$ cat config.mk
export PLATFORM = sky130hd
export DESIGN_NAME = ssa_annunciator
export DESIGN_NICKNAME = d
export VERILOG_FILES = /design/src/core/ssa_pkg.sv /design/src/core/ssa_annunciator.sv /design/src/core/ssa_tick.sv
export VERILOG_INCLUDE_DIRS = /design/src /design/src/core
export SDC_FILE = /design/constraint.sdc
export NUM_CORES = 1
export LEC_CHECK = 0
export BUFFER_PORTS_ARGS = -buffer_cell sky130_fd_sc_hd__buf_4
export CORE_MARGIN = 1
export CORE_UTILIZATION = 43
export DETAILED_ROUTE_END_ITERATION = 8
export PLACE_DENSITY = 0.71
export SLEW_MARGIN = 20
export SYNTH_ARGS = -nofsm -noshare
export SYNTH_HDL_FRONTEND = slang
export SYNTH_SLANG_ARGS = --single-unit
$ cat constraint.sdc
create_clock -name sys_clk -period 4.1 [get_ports sys_clk]
set_input_delay 0.205 -clock sys_clk [delete_from_list [all_inputs] [get_ports sys_clk]]
set_output_delay 0.205 -clock sys_clk [all_outputs]
set_load 0.01 [all_outputs]
$ cat src/core/ssa_regs.svh
// constants for the station status annunciator: timing, register map, pin indices
`ifndef SSA_REGS_SVH
`define SSA_REGS_SVH

// ----------------------------------------
// clock and timing
// ----------------------------------------
`define SSA_CLK_HZ 50000000
`define SSA_TICK_MS 10
`define SSA_LAMP_TEST_MS 3000
`define SSA_DARK_MS 15000
`define SSA_RED_MS 6000
`define SSA_ALARM_REPEAT_MS 10000
`define SSA_ALARM_STAGGER_MS 2000
`define SSA_BEEP_MS 100
`define SSA_FALLBACK_MS 1000
`define SSA_CNT_W 11

// ----------------------------------------
// register map
// ----------------------------------------
`define SSA_ADDR_CTRL 8'h00
`define SSA_ADDR_BLINK 8'h04
`define SSA_ADDR_STATUS 8'h08
`define SSA_CTRL_TRUNK 0
`define SSA_CTRL_FALLOVER 1
`define SSA_CTRL_RST 2'h0
`define SSA_BLINK_RST 8'h19
`define SSA_ST_BOOT 0
`define SSA_ST_MAJOR 1
`define SSA_ST_MINOR 2
`define SSA_ST_SERVICE 3
`define SSA_ST_FALLBACK 4
`define SSA_ST_BEEP 5
`define SSA_ST_SEQ_LO 6
`define SSA_ST_SEQ_HI 7

// ----------------------------------------
// pin vector indices
// ----------------------------------------
`define SSA_NIN 21
`define SSA_IN_RX_UNLOCK 0
`define SSA_IN_TX_UNLOCK 1
`define SSA_IN_AMP_FAIL 2
`define SSA_IN_SHARP_CUT 3
`define SSA_IN_SELFTEST 4
`define SSA_IN_MAINS 5
`define SSA_IN_EXC_METER 6
`define SSA_IN_RX_METER 7
`define SSA_IN_LOOPBACK 8
`define SSA_IN_BAD_CHAN 9
`define SSA_IN_INTERCOM 10
`define SSA_IN_ACCESS 11
`define SSA_IN_PWR_CTRL 12
`define SSA_IN_SQUELCH 13
`define SSA_IN_FB_DIS 14
`define SSA_IN_SVC_KEY 15
`define SSA_IN_BOOT 16
`define SSA_IN_RX_ACT 17
`define SSA_IN_TRUNK_DATA 18
`define SSA_IN_AMP_KEYED 19
`define SSA_IN_CUTBACK 20

`endif

$ cat src/core/ssa_pkg.sv
// types shared by the station status annunciator
`default_nettype none
package ssa_pkg;
    typedef logic [31:0] ssa_word_t;
    typedef enum logic [1:0] {SEQ_LAMP, SEQ_DARK, SEQ_RED, SEQ_RUN} ssa_seq_t;
    typedef enum logic [1:0] {BP_IDLE, BP_ON, BP_GAP} ssa_beep_t;
endpackage
`default_nettype wire

$ cat src/core/ssa_annunciator.sv
// station status annunciator: lamp sequence, status lamps and audible alarms
//
// Summary of operation
// RQ1 - all lamps on three seconds, health yellow
// RQ2 - then all lamps dark fifteen seconds
// RQ3 - then health red alone six seconds
// RQ4 - major failure shows steady red
// RQ5 - minor failure shows flashing red
// RQ6 - no condition shows steady green
// RQ7 - boot mode alternates red and green
// RQ8 - service mode flashes green
// RQ9 - major: unlock, amp fail, sharp cutback, selftest
// RQ10 - minor: mains, metering, loopback, bad channel
// RQ11 - service: any of six maintenance conditions
// RQ12 - receive lamp green while unsquelched
// RQ13 - trunking without controller data flashes fallback
// RQ14 - amp lamp steady keyed, flashing with cutback
// RQ15 - mains loss with fallover gives one beep
// RQ16 - keyed amplifier failure gives two beeps
// RQ17 - each alarm pattern repeats every ten seconds
// RQ18 - coincident alarms start two seconds apart
// RQ19 - health priority: boot, major, minor, service, green
// RQ20 - one shared configurable half-duty blink
//
// Design decisions made here: strobed register access and the register offsets.
`include "ssa_regs.svh"
`default_nettype none
module ssa_annunciator #(
    parameter int TICK_CYCLES = `SSA_CLK_HZ / 1000 * `SSA_TICK_MS
) (
    // clock and reset
    input wire logic sys_clk,
    input wire logic resetn,
    // register port
    input wire logic [7:0] reg_addr,
    input wire ssa_pkg::ssa_word_t reg_wdata,
    input wire logic reg_wr,
    input wire logic reg_rd,
    output var ssa_pkg::ssa_word_t reg_rdata,
    // major failure sources
    input wire logic rx_synth_unlock,
    input wire logic tx_synth_unlock,
    input wire logic amp_fail,
    input wire logic sharp_cutback,
    input wire logic self_test_fail,
    // minor failure sources
    input wire logic mains_loss,
    input wire logic exciter_meter_low,
    input wire logic receiver_meter_low,
    input wire logic loopback_fail,
    input wire logic invalid_channel,
    // service conditions
    input wire logic intercom,
    input wire logic access_disable,
    input wire logic power_control_disable,
    input wire logic tone_squelch_disable,
    input wire logic fallback_disable,
    input wire logic service_transmit_key,
    // station activity
    input wire logic boot_mode,
    input wire logic rx_unsquelched,
    input wire logic trunk_tx_data,
    input wire logic amp_keyed,
    input wire logic power_cutback,
    // lamps and speaker
    output logic health_red,
    output logic health_green,
    output logic rx_active_led,
    output logic fallback_led,
    output logic amplifier_keyed_indicator,
    output logic speaker_beep
);
    import ssa_pkg::*;

    localparam int CW = `SSA_CNT_W;
    localparam logic [CW-1:0] LAMP_T = CW'(`SSA_LAMP_TEST_MS / `SSA_TICK_MS);
    localparam logic [CW-1:0] DARK_T = CW'(`SSA_DARK_MS / `SSA_TICK_MS);
    localparam logic [CW-1:0] RED_T = CW'(`SSA_RED_MS / `SSA_TICK_MS);
    localparam logic [CW-1:0] REP_T = CW'(`SSA_ALARM_REPEAT_MS / `SSA_TICK_MS);
    localparam logic [CW-1:0] STAG_T = CW'(`SSA_ALARM_STAGGER_MS / `SSA_TICK_MS);
    localparam logic [CW-1:0] BEEP_T = CW'(`SSA_BEEP_MS / `SSA_TICK_MS);
    localparam logic [CW-1:0] FB_T = CW'(`SSA_FALLBACK_MS / `SSA_TICK_MS);

    // ----------------------------------------
    // pin synchronisers
    // ----------------------------------------
    logic [`SSA_NIN-1:0] pin_vec;
    logic [`SSA_NIN-1:0] meta_q;
    logic [`SSA_NIN-1:0] sync_q;

    assign pin_vec[`SSA_IN_RX_UNLOCK] = rx_synth_unlock;
    assign pin_vec[`SSA_IN_TX_UNLOCK] = tx_synth_unlock;
    assign pin_vec[`SSA_IN_AMP_FAIL] = amp_fail;
    assign pin_vec[`SSA_IN_SHARP_CUT] = sharp_cutback;
    assign pin_vec[`SSA_IN_SELFTEST] = self_test_fail;
    assign pin_vec[`SSA_IN_MAINS] = mains_loss;
    assign pin_vec[`SSA_IN_EXC_METER] = exciter_meter_low;
    assign pin_vec[`SSA_IN_RX_METER] = receiver_meter_low;
    assign pin_vec[`SSA_IN_LOOPBACK] = loopback_fail;
    assign pin_vec[`SSA_IN_BAD_CHAN] = invalid_channel;
    assign pin_vec[`SSA_IN_INTERCOM] = intercom;
    assign pin_vec[`SSA_IN_ACCESS] = access_disable;
    assign pin_vec[`SSA_IN_PWR_CTRL] = power_control_disable;
    assign pin_vec[`SSA_IN_SQUELCH] = tone_squelch_disable;
    assign pin_vec[`SSA_IN_FB_DIS] = fallback_disable;
    assign pin_vec[`SSA_IN_SVC_KEY] = service_transmit_key;
    assign pin_vec[`SSA_IN_BOOT] = boot_mode;
    assign pin_vec[`SSA_IN_RX_ACT] = rx_unsquelched;
    assign pin_vec[`SSA_IN_TRUNK_DATA] = trunk_tx_data;
    assign pin_vec[`SSA_IN_AMP_KEYED] = amp_keyed;
    assign pin_vec[`SSA_IN_CUTBACK] = power_cutback;

    for (genvar g = 0; g < `SSA_NIN; g++) begin : g_sync
        always_ff @(posedge sys_clk or negedge resetn) begin
            if (!resetn) begin
                meta_q[g] <= 1'b0;
                sync_q[g] <= 1'b0;
            end else begin
                meta_q[g] <= pin_vec[g];
                sync_q[g] <= meta_q[g];
            end
        end
    end

    // ----------------------------------------
    // condition decode
    // ----------------------------------------
    logic major;
    logic minor;
    logic service;
    logic booting;

    assign major = sync_q[`SSA_IN_RX_UNLOCK] | sync_q[`SSA_IN_TX_UNLOCK]
        | sync_q[`SSA_IN_AMP_FAIL] | sync_q[`SSA_IN_SHARP_CUT]
        | sync_q[`SSA_IN_SELFTEST]; // [RQ9]
    assign minor = sync_q[`SSA_IN_MAINS] | sync_q[`SSA_IN_EXC_METER]
        | sync_q[`SSA_IN_RX_METER] | sync_q[`SSA_IN_LOOPBACK]
        | sync_q[`SSA_IN_BAD_CHAN]; // [RQ10]
    assign service = sync_q[`SSA_IN_INTERCOM] | sync_q[`SSA_IN_ACCESS]
        | sync_q[`SSA_IN_PWR_CTRL] | sync_q[`SSA_IN_SQUELCH]
        | sync_q[`SSA_IN_FB_DIS] | sync_q[`SSA_IN_SVC_KEY]; // [RQ11]
    assign booting = sync_q[`SSA_IN_BOOT];

    // ----------------------------------------
    // registers
    // ----------------------------------------
    logic [1:0] ctrl_q;
    logic [7:0] blink_half_q;

    always_ff @(posedge sys_clk or negedge resetn) begin
        if (!resetn) begin
            ctrl_q <= `SSA_CTRL_RST;
            blink_half_q <= `SSA_BLINK_RST;
        end else if (reg_wr && reg_addr == `SSA_ADDR_CTRL) begin
            ctrl_q <= reg_wdata[1:0];
        end else if (reg_wr && reg_addr == `SSA_ADDR_BLINK) begin
            blink_half_q <= reg_wdata[7:0]; // [RQ20]
        end
    end

    // ----------------------------------------
    // tick and blink
    // ----------------------------------------
    logic tick;
    logic [7:0] blink_cnt_q;
    logic blink_q;

    ssa_tick #(
        .CYCLES(TICK_CYCLES)
    ) u_tick (
        .sys_clk(sys_clk),
        .resetn(resetn),
        .tick(tick)
    );

    // half period of zero behaves as one tick
    always_ff @(posedge sys_clk or negedge resetn) begin
        if (!resetn) begin
            blink_cnt_q <= 8'h00;
            blink_q <= 1'b0;
        end else if (tick) begin
            if (blink_cnt_q + 8'h01 >= blink_half_q) begin
                blink_cnt_q <= 8'h00;
                blink_q <= ~blink_q; // [RQ20]
            end else begin
                blink_cnt_q <= blink_cnt_q + 8'h01;
            end
        end
    end

    // ----------------------------------------
    // trunking controller watchdog
    // ----------------------------------------
    logic data_prev_q;
    logic [CW-1:0] fb_cnt_q;
    logic fallback;

    always_ff @(posedge sys_clk or negedge resetn) begin
        if (!resetn) begin
            data_prev_q <= 1'b0;
            fb_cnt_q <= '0;
        end else begin
            data_prev_q <= sync_q[`SSA_IN_TRUNK_DATA];
            if (data_prev_q != sync_q[`SSA_IN_TRUNK_DATA]) begin
                fb_cnt_q <= '0;
            end else if (tick && fb_cnt_q < FB_T) begin
                fb_cnt_q <= fb_cnt_q + 1'b1;
            end
        end
    end

    assign fallback = ctrl_q[`SSA_CTRL_TRUNK] && fb_cnt_q >= FB_T; // [RQ13]

    // ----------------------------------------
    // power-up lamp sequence
    // ----------------------------------------
    ssa_seq_t seq_q;
    logic [CW-1:0] seq_cnt_q;

    always_ff @(posedge sys_clk or negedge resetn) begin
        if (!resetn) begin
            seq_q <= SEQ_LAMP;
            seq_cnt_q <= '0;
        end else if (tick && seq_q != SEQ_RUN) begin
            seq_cnt_q <= seq_cnt_q + 1'b1;
            case (seq_q)
                SEQ_LAMP: begin
                    if (seq_cnt_q == LAMP_T - 1'b1) begin
                        seq_q <= SEQ_DARK; // [RQ1]
                        seq_cnt_q <= '0;
                    end
                end
                SEQ_DARK: begin
                    if (seq_cnt_q == DARK_T - 1'b1) begin
                        seq_q <= SEQ_RED; // [RQ2]
                        seq_cnt_q <= '0;
                    end
                end
                SEQ_RED: begin
                    if (seq_cnt_q == RED_T - 1'b1) begin
                        seq_q <= SEQ_RUN; // [RQ3]
                        seq_cnt_q <= '0;
                    end
                end
                default: seq_q <= SEQ_RUN;
            endcase
        end
    end

    // ----------------------------------------
    // lamp drivers
    // ----------------------------------------
    always_ff @(posedge sys_clk or negedge resetn) begin
        if (!resetn) begin
            health_red <= 1'b0;
            health_green <= 1'b0;
            rx_active_led <= 1'b0;
            fallback_led <= 1'b0;
            amplifier_keyed_indicator <= 1'b0;
        end else begin
            case (seq_q)
                SEQ_LAMP: begin
                    health_red <= 1'b1; // [RQ1]
                    health_green <= 1'b1;
                    rx_active_led <= 1'b1;
                    fallback_led <= 1'b1;
                    amplifier_keyed_indicator <= 1'b1;
                end
                SEQ_RED: begin
                    health_red <= 1'b1; // [RQ3]
                    health_green <= 1'b0;
                    rx_active_led <= 1'b0;
                    fallback_led <= 1'b0;
                    amplifier_keyed_indicator <= 1'b0;
                end
                SEQ_RUN: begin
                    if (booting) begin
                        health_red <= blink_q; // [RQ7] [RQ19]
                        health_green <= ~blink_q;
                    end else if (major) begin
                        health_red <= 1'b1; // [RQ4]
                        health_green <= 1'b0;
                    end else if (minor) begin
                        health_red <= blink_q; // [RQ5]
                        health_green <= 1'b0;
                    end else if (service) begin
                        health_red <= 1'b0; // [RQ8]
                        health_green <= blink_q;
                    end else begin
                        health_red <= 1'b0; // [RQ6]
                        health_green <= 1'b1;
                    end
                    rx_active_led <= sync_q[`SSA_IN_RX_ACT]; // [RQ12]
                    fallback_led <= fallback & blink_q; // [RQ13]
                    amplifier_keyed_indicator <= sync_q[`SSA_IN_AMP_KEYED]
                        & (~sync_q[`SSA_IN_CUTBACK] | blink_q); // [RQ14]
                end
                default: begin
                    health_red <= 1'b0; // [RQ2]
                    health_green <= 1'b0;
                    rx_active_led <= 1'b0;
                    fallback_led <= 1'b0;
                    amplifier_keyed_indicator <= 1'b0;
                end
            endcase
        end
    end

    // ----------------------------------------
    // audible alarm schedule
    // ----------------------------------------
    logic mains_alarm;
    logic amp_alarm;
    logic [CW-1:0] frame_q;
    logic start_one;
    logic start_two;

    assign mains_alarm = ctrl_q[`SSA_CTRL_FALLOVER] & sync_q[`SSA_IN_MAINS]
        & (seq_q == SEQ_RUN); // [RQ15]
    assign amp_alarm = sync_q[`SSA_IN_AMP_KEYED] & sync_q[`SSA_IN_AMP_FAIL]
        & (seq_q == SEQ_RUN); // [RQ16]

    // frame restarts at zero once no alarm is active
    always_ff @(posedge sys_clk or negedge resetn) begin
        if (!resetn) begin
            frame_q <= '0;
        end else if (!(mains_alarm || amp_alarm)) begin
            frame_q <= '0;
        end else if (tick) begin
            frame_q <= (frame_q == REP_T - 1'b1) ? '0 : frame_q + 1'b1; // [RQ17]
        end
    end

    // first active alarm at frame start, the amplifier one staggered after it
    assign start_one = tick && frame_q == '0 && (mains_alarm || amp_alarm);
    assign start_two = tick && frame_q == STAG_T && mains_alarm && amp_alarm; // [RQ18]

    // ----------------------------------------
    // beep generator
    // ----------------------------------------
    ssa_beep_t bst_q;
    logic [CW-1:0] beep_cnt_q;
    logic [1:0] beeps_left_q;

    always_ff @(posedge sys_clk or negedge resetn) begin
        if (!resetn) begin
            bst_q <= BP_IDLE;
            beep_cnt_q <= '0;
            beeps_left_q <= 2'h0;
        end else if (start_one || start_two) begin
            bst_q <= BP_ON;
            beep_cnt_q <= '0;
            beeps_left_q <= (start_one && mains_alarm) ? 2'h1 : 2'h2; // [RQ15] [RQ16]
        end else if (tick) begin
            case (bst_q)
                BP_ON: begin
                    if (beep_cnt_q == BEEP_T - 1'b1) begin
                        bst_q <= BP_GAP;
                        beep_cnt_q <= '0;
                        beeps_left_q <= beeps_left_q - 2'h1;
                    end else begin
                        beep_cnt_q <= beep_cnt_q + 1'b1;
                    end
                end
                BP_GAP: begin
                    if (beep_cnt_q == BEEP_T - 1'b1) begin
                        bst_q <= (beeps_left_q != 2'h0) ? BP_ON : BP_IDLE;
                        beep_cnt_q <= '0;
                    end else begin
                        beep_cnt_q <= beep_cnt_q + 1'b1;
                    end
                end
                default: bst_q <= BP_IDLE;
            endcase
        end
    end

    always_ff @(posedge sys_clk or negedge resetn) begin
        if (!resetn) begin
            speaker_beep <= 1'b0;
        end else begin
            speaker_beep <= (bst_q == BP_ON);
        end
    end

    // ----------------------------------------
    // register read
    // ----------------------------------------
    ssa_word_t status;

    always_comb begin
        status = '0;
        status[`SSA_ST_BOOT] = booting;
        status[`SSA_ST_MAJOR] = major;
        status[`SSA_ST_MINOR] = minor;
        status[`SSA_ST_SERVICE] = service;
        status[`SSA_ST_FALLBACK] = fallback;
        status[`SSA_ST_BEEP] = speaker_beep;
        status[`SSA_ST_SEQ_HI:`SSA_ST_SEQ_LO] = seq_q;
    end

    // read data stands only in the cycle after the strobe
    always_ff @(posedge sys_clk or negedge resetn) begin
        if (!resetn) begin
            reg_rdata <= '0;
        end else if (reg_rd) begin
            case (reg_addr)
                `SSA_ADDR_CTRL: reg_rdata <= {30'h0000_0000, ctrl_q};
                `SSA_ADDR_BLINK: reg_rdata <= {24'h00_0000, blink_half_q};
                `SSA_ADDR_STATUS: reg_rdata <= status;
                default: reg_rdata <= '0;
            endcase
        end else begin
            reg_rdata <= '0;
        end
    end

    // ----------------------------------------
    // assertions
    // ----------------------------------------
    property p_lamp_test;
        @(posedge sys_clk) disable iff (!resetn)
        seq_q == SEQ_LAMP |=> health_red && health_green && rx_active_led
            && fallback_led && amplifier_keyed_indicator;
    endproperty
    a_lamp_test: assert property (p_lamp_test) // [RQ1]
        else $error("lamp test lamps not all lit");

    property p_dark;
        @(posedge sys_clk) disable iff (!resetn)
        seq_q == SEQ_DARK |=> !(health_red || health_green || rx_active_led
            || fallback_led || amplifier_keyed_indicator);
    endproperty
    a_dark: assert property (p_dark) // [RQ2]
        else $error("lamp lit during dark phase");

    property p_red_only;
        @(posedge sys_clk) disable iff (!resetn)
        seq_q == SEQ_RED |=> health_red && !health_green && !rx_active_led
            && !amplifier_keyed_indicator;
    endproperty
    a_red_only: assert property (p_red_only) // [RQ3]
        else $error("red phase shows wrong lamps");

    property p_seq_order;
        @(posedge sys_clk) disable iff (!resetn)
        $changed(seq_q) |-> $past(tick) && seq_q == ssa_seq_t'($past(seq_q) + 2'h1);
    endproperty
    a_seq_order: assert property (p_seq_order) // [RQ1]
        else $error("lamp sequence skipped a phase");

    property p_major;
        @(posedge sys_clk) disable iff (!resetn)
        seq_q == SEQ_RUN && !booting && major |=> health_red && !health_green;
    endproperty
    a_major: assert property (p_major) // [RQ4]
        else $error("major failure not steady red");

    property p_normal;
        @(posedge sys_clk) disable iff (!resetn)
        seq_q == SEQ_RUN && !(booting || major || minor || service)
            |=> health_green && !health_red;
    endproperty
    a_normal: assert property (p_normal) // [RQ6]
        else $error("normal state not steady green");

    property p_rx_lamp;
        @(posedge sys_clk) disable iff (!resetn)
        seq_q == SEQ_RUN |=> rx_active_led == $past(sync_q[`SSA_IN_RX_ACT]);
    endproperty
    a_rx_lamp: assert property (p_rx_lamp) // [RQ12]
        else $error("receive lamp does not follow squelch");

    property p_blink_tick;
        @(posedge sys_clk) disable iff (!resetn)
        $changed(blink_q) |-> $past(tick);
    endproperty
    a_blink_tick: assert property (p_blink_tick) // [RQ20]
        else $error("blink toggled off a tick");

    property p_stagger;
        @(posedge sys_clk) disable iff (!resetn)
        tick && frame_q == STAG_T && mains_alarm && amp_alarm
            |=> bst_q == BP_ON && beeps_left_q == 2'h2;
    endproperty
    a_stagger: assert property (p_stagger) // [RQ18]
        else $error("second alarm not staggered");

    property p_beep_count;
        @(posedge sys_clk) disable iff (!resetn)
        start_one && mains_alarm |=> beeps_left_q == 2'h1 && bst_q == BP_ON;
    endproperty
    a_beep_count: assert property (p_beep_count) // [RQ15]
        else $error("mains alarm not a single beep");

endmodule // ssa_annunciator
`default_nettype wire

$ cat src/core/ssa_tick.sv
// one-cycle tick enable divided down from the system clock
`default_nettype none
module ssa_tick #(
    parameter int CYCLES = 500000
) (
    // clock and reset
    input wire logic sys_clk,
    input wire logic resetn,
    // tick
    output logic tick
);
    localparam int W = $clog2(CYCLES + 1);
    logic [W-1:0] cnt_q;

    always_ff @(posedge sys_clk or negedge resetn) begin
        if (!resetn) begin
            cnt_q <= '0;
            tick <= 1'b0;
        end else if (cnt_q == W'(CYCLES - 1)) begin
            cnt_q <= '0;
            tick <= 1'b1;
        end else begin
            cnt_q <= cnt_q + 1'b1;
            tick <= 1'b0;
        end
    end
endmodule // ssa_tick
`default_nettype wire

==> results list <==
- Crit-path cells: ha_1, and3_1, nand3_1, xnor2_1, ha_1, or4_1, a21oi_1, o21ai_0, a2111oi_0, a221o_1
* DRC viols: 0
- Counting stages on the worst path, the most repeated cell is sky130_fd_sc_hd__ha_1.
* Final period utilization: 72.9%
- Post-route clock skew: 0.0109 ns
* Critical path's slowest cell: sky130_fd_sc_hd__or4_1
- Clock buffer depth: 2
* Total area of multi-input combinational cells: 2750 um^2
- Worst skew pair latency: 0.42 ns
- In the synthesized netlist, the number of instances is 619.
- Setup repair after global routing left no endpoint under its margin.
* Compound-cell area share of the yosys netlist: 9.08%
* Number of H-tree branching levels: 4
- Via count of the first global-routing pass: 4861
- Slew headroom: 33.0%
* Root Buffer: sky130_fd_sc_hd__clkbuf_16
- In this run the worst path has a maximum fanout of 6.
* Max-cap violations: 0
- Number of buffers inserted during clock tree synthesis: 17
- The first global-routing pass estimated 22900 um of wire.
* Pin count of the biggest net entering global routing: 119
* Unique cell type count in the Yosys netlist: 57
- Sequential share of the synthesized area: 55.0%
* Total number of vias: 4860
- CTS tree: yes
- The worst setup path is of the reg -> reg kind.
- Summed over all cells, the static leakage comes to 3.61 nW.
* Combined area of all synthesized cells: 6660 um^2
* Number of enable flip-flop cells after synthesis: 0
- In this design, the stage delay of the slowest critical-path cell is 0.50 ns.
* DRC violation total after the first TritonRoute iteration: 346
- Power per cell area: 394 nW/um^2
- Vias/cell: 5.39
* Final #Nets: 793
- Of the total synthesized cell area, the portion taken by AND, OR, NAND and NOR gates is 18.0%.
- Count of input and output buffers: 54
- The initial utilization of the core area, before any placement, comes to 43.9%.
* Storage element area: 3660 um^2
- Core ar.: 15100 um^2
- Synth warnings: 0
* Transition time at the pin with the least slew margin: 0.996 ns
- Result of the run: finished clean
- Fmax achieved: 0.335 GHz
* Most used flip-flop cell after synthesis: sky130_fd_sc_hd__dfrtp_1
- DIE WIDTH: 126 um
* Leading cell types by count after synthesis: 143 x sky130_fd_sc_hd__dfrtp_1, 63 x sky130_fd_sc_hd__nor2_1, 38 x sky130_fd_sc_hd__nand2_1
- CP Data Required Time: 4.45 ns
- Number of optimization iterations in the first detailed-route pass: 6
- Averaged over all synthesized cells, the footprint is 10.8 um^2.
* Final design utilization: 52.7%
* Critical Path End Type: flop
- After clock tree synthesis, the clock-pin slew on the worst setup and hold paths is 0.06 ns.
- Of the post-synthesis cell area, the part taken by muxes is 2.78%.
- Filler cells: 1304
- Detailed-route wire length: 13200 um
* Hold WS: 0.0272 ns
* Signed area change from the synthesized netlist to the final layout: 19.9%
- Prior to clock tree synthesis, the placed netlist has a worst setup slack of 1.20 ns.
- CP arrival: 3.34 ns
- The completed layout was analyzed and its total power is 3.15 mW.
- Xor-xnor portion of the synthesized cell area: 4.87%
- Number of antenna violations at the first check in global routing: 0
- The congestion estimate from routability-driven global placement came to 0.839.
- The path class of the tightest hold or removal check is in -> reg.
* Share of Yosys cell area claimed by the top area cell type: 53.8%
* Fraction of final layout cells sized beyond drive strength 1: 15.1%
- Post-CTS Setup Bufs: 0
* Tmin final: 2.99 ns
* Total track usage: 18.1%
- Once the clock tree was built, the resizer swapped 0 gates to a different size.
- Sorting the synthesized cells by area gives the leading types as sky130_fd_sc_hd__dfrtp_1 54%, sky130_fd_sc_hd__ha_1 5.1%, sky130_fd_sc_hd__nor2_1 3.6%.
- Startpoint Class: flop
- Antenna viol nets, final: 0
- The number of hold violations in the final report was 0.
* Antenna diodes: 0
- During I/O placement, the number of pins put on the boundary was 103.
- Summed over all failing endpoints, the final setup total negative slack is 0 ns.
- Counting flops with an async set or reset pin after synthesis yields a share of 100%.
* Count of final setup violators: 0
* Final WS setup: 1.11 ns
* Final Max Slew Viols: 0
* Dominant combinational cell family by area after synthesis: simple AND/OR/NAND/NOR gates
- Y dimension of the die: 126 um
- In the post-synthesis netlist, the cell with the most instances is sky130_fd_sc_hd__dfrtp_1.
- Cell accounting for the most synthesized area: sky130_fd_sc_hd__dfrtp_1
- # rows: 45
- Peak ir drop on the vdd network: 0.000325 V
- HPWL Detailed: 9060 um
- Drt wl/cell: 14.6 um
* #FFs+latches synth: 146
- Overflow after GRT: 0
- Of the total synthesized cell area, the portion taken by full adders, half adders and majority gates is 5.08%.
- The die covers 16000 um^2.
- The number of buffers and inverters on the critical path is 0.
- Counting every sink on the clock net gives 146.
- The cell family contributing the most delay on the critical path is compound AO/OA/AOI/OAI gates.
[sequential cells by signal, summed over array words and instances, names as in the netlist, 8 cells and up]
name / flops
beep_cnt_q: 11
blink_cnt_q: 8
blink_half_q: 8
fb_cnt_q: 11
frame_q: 11
meta_q: 21
reg_rdata: 8
seq_cnt_q: 11
sync_q: 20
u_tick.cnt_q: 19
[per-layer routing]
layer  vias up  GRT usage (%)  part of all wire (%)
met5         -              0                     0
met4         0           6.38                   1.3
met3        21           4.89                   6.1
met2       177           29.3                    48
met1      2371           23.3                    45
li1       2291              -                     -
[worst register-to-register path, stage by stage, from the launching register on]
cell,delay [ns]
sky130_fd_sc_hd__dfrtp_1,0.43
sky130_fd_sc_hd__ha_1,0.26
sky130_fd_sc_hd__and3_1,0.22
sky130_fd_sc_hd__nand3_1,0.10
sky130_fd_sc_hd__xnor2_1,0.17
sky130_fd_sc_hd__ha_1,0.21
sky130_fd_sc_hd__or4_1,0.50
sky130_fd_sc_hd__a21oi_1,0.12
sky130_fd_sc_hd__o21ai_0,0.27
sky130_fd_sc_hd__a2111oi_0,0.48
sky130_fd_sc_hd__a221o_1,0.17
[path summary, 6_finish.rpt]
kind / from / end / slack [ns] / cells past startpoint
max: blink_cnt_q[0] / blink_cnt_q[5] / 1.11 / 10
min: reg_wdata[7] / blink_half_q[7] / 0.03 / 2
max reg2reg: blink_cnt_q[0] / blink_cnt_q[5] / 1.11 / 10
min reg2reg: meta_q[19] / sync_q[19] / 0.34 / 0
max in group asynchronous: resetn / blink_half_q[4] / 2.67 / 3
min in group asynchronous: resetn / beep_cnt_q[4] / 0.46 / 2
[kinds of logic after synthesis]
kind of cell	count (synthesis)
AOI/OAI and AO/OA	94
xor gates and xnor gates	37
adders and majority gates	27
buffers and inverters	65
DFF	146
muxes	17
other	1
and+or+nand+nor	232
[report_power, final]
part	leakage (nW)	switching (mW)	total (mW)	internal, mW
clock network	0.289	0.621	1.54	0.919
logic	1.43	0.0711	0.125	0.0539
registers	1.89	0.0127	1.48	1.47
[per-stage QoR]
step	instance area, um^2	cells
final	7980	902
after global routing	7980	902
after CTS	7970	902
after detailed placement	7160	848
after global placement	7160	848
after floorplan	6740	642
[layout by cell type, fill, tap and decap left out, types with 4 or more instances in the layout]
cell                            Yosys  final
sky130_fd_sc_hd__dfrtp_1          143    143
sky130_fd_sc_hd__nor2_1            63     63
sky130_fd_sc_hd__buf_4             24     55
sky130_fd_sc_hd__nand2_1           38     38
sky130_fd_sc_hd__o21ai_0           29     29
sky130_fd_sc_hd__inv_1             27     27
sky130_fd_sc_hd__ha_1              27     27
sky130_fd_sc_hd__nand3_1           25     25
sky130_fd_sc_hd__a21oi_1           24     24
sky130_fd_sc_hd__conb_1             1     24
sky130_fd_sc_hd__xor2_1            22     22
sky130_fd_sc_hd__dlygate4sd3_1      0     22
sky130_fd_sc_hd__and3_1            17     17
sky130_fd_sc_hd__clkbuf_16          0     17
sky130_fd_sc_hd__xnor2_1           15     15
sky130_fd_sc_hd__nand4_1           15     15
sky130_fd_sc_hd__nor3_1            14     13
sky130_fd_sc_hd__mux2_2            12     12
sky130_fd_sc_hd__nor2b_1            8      8
sky130_fd_sc_hd__a22oi_1            8      8
sky130_fd_sc_hd__and2_1             8      8
sky130_fd_sc_hd__nor4_1             7      7
sky130_fd_sc_hd__or4_1              7      7
sky130_fd_sc_hd__nand2b_1           7      7
sky130_fd_sc_hd__nand3b_1           6      6
sky130_fd_sc_hd__o2bb2ai_1          6      6
sky130_fd_sc_hd__mux2i_1            5      5
sky130_fd_sc_hd__or3_1              4      4
sky130_fd_sc_hd__clkinv_4           0      4
[final cells by class]
type,count,area share [%]
Tap cell,188,2.95
Timing Repair Buffer,78,8.11
Clock inverter,14,1.93
Clock buffer,18,5.50
Inverter,27,1.27
Multi-Input combinational cell,431,34.4
Sequential cell,146,45.8
[timing repair]
action	CTS	global route
hold buffers	22	0
hold endpoints to repair	67	0
setup endpoints to repair	0	0
Note: power is estimated with default switching activity, not from simulation.
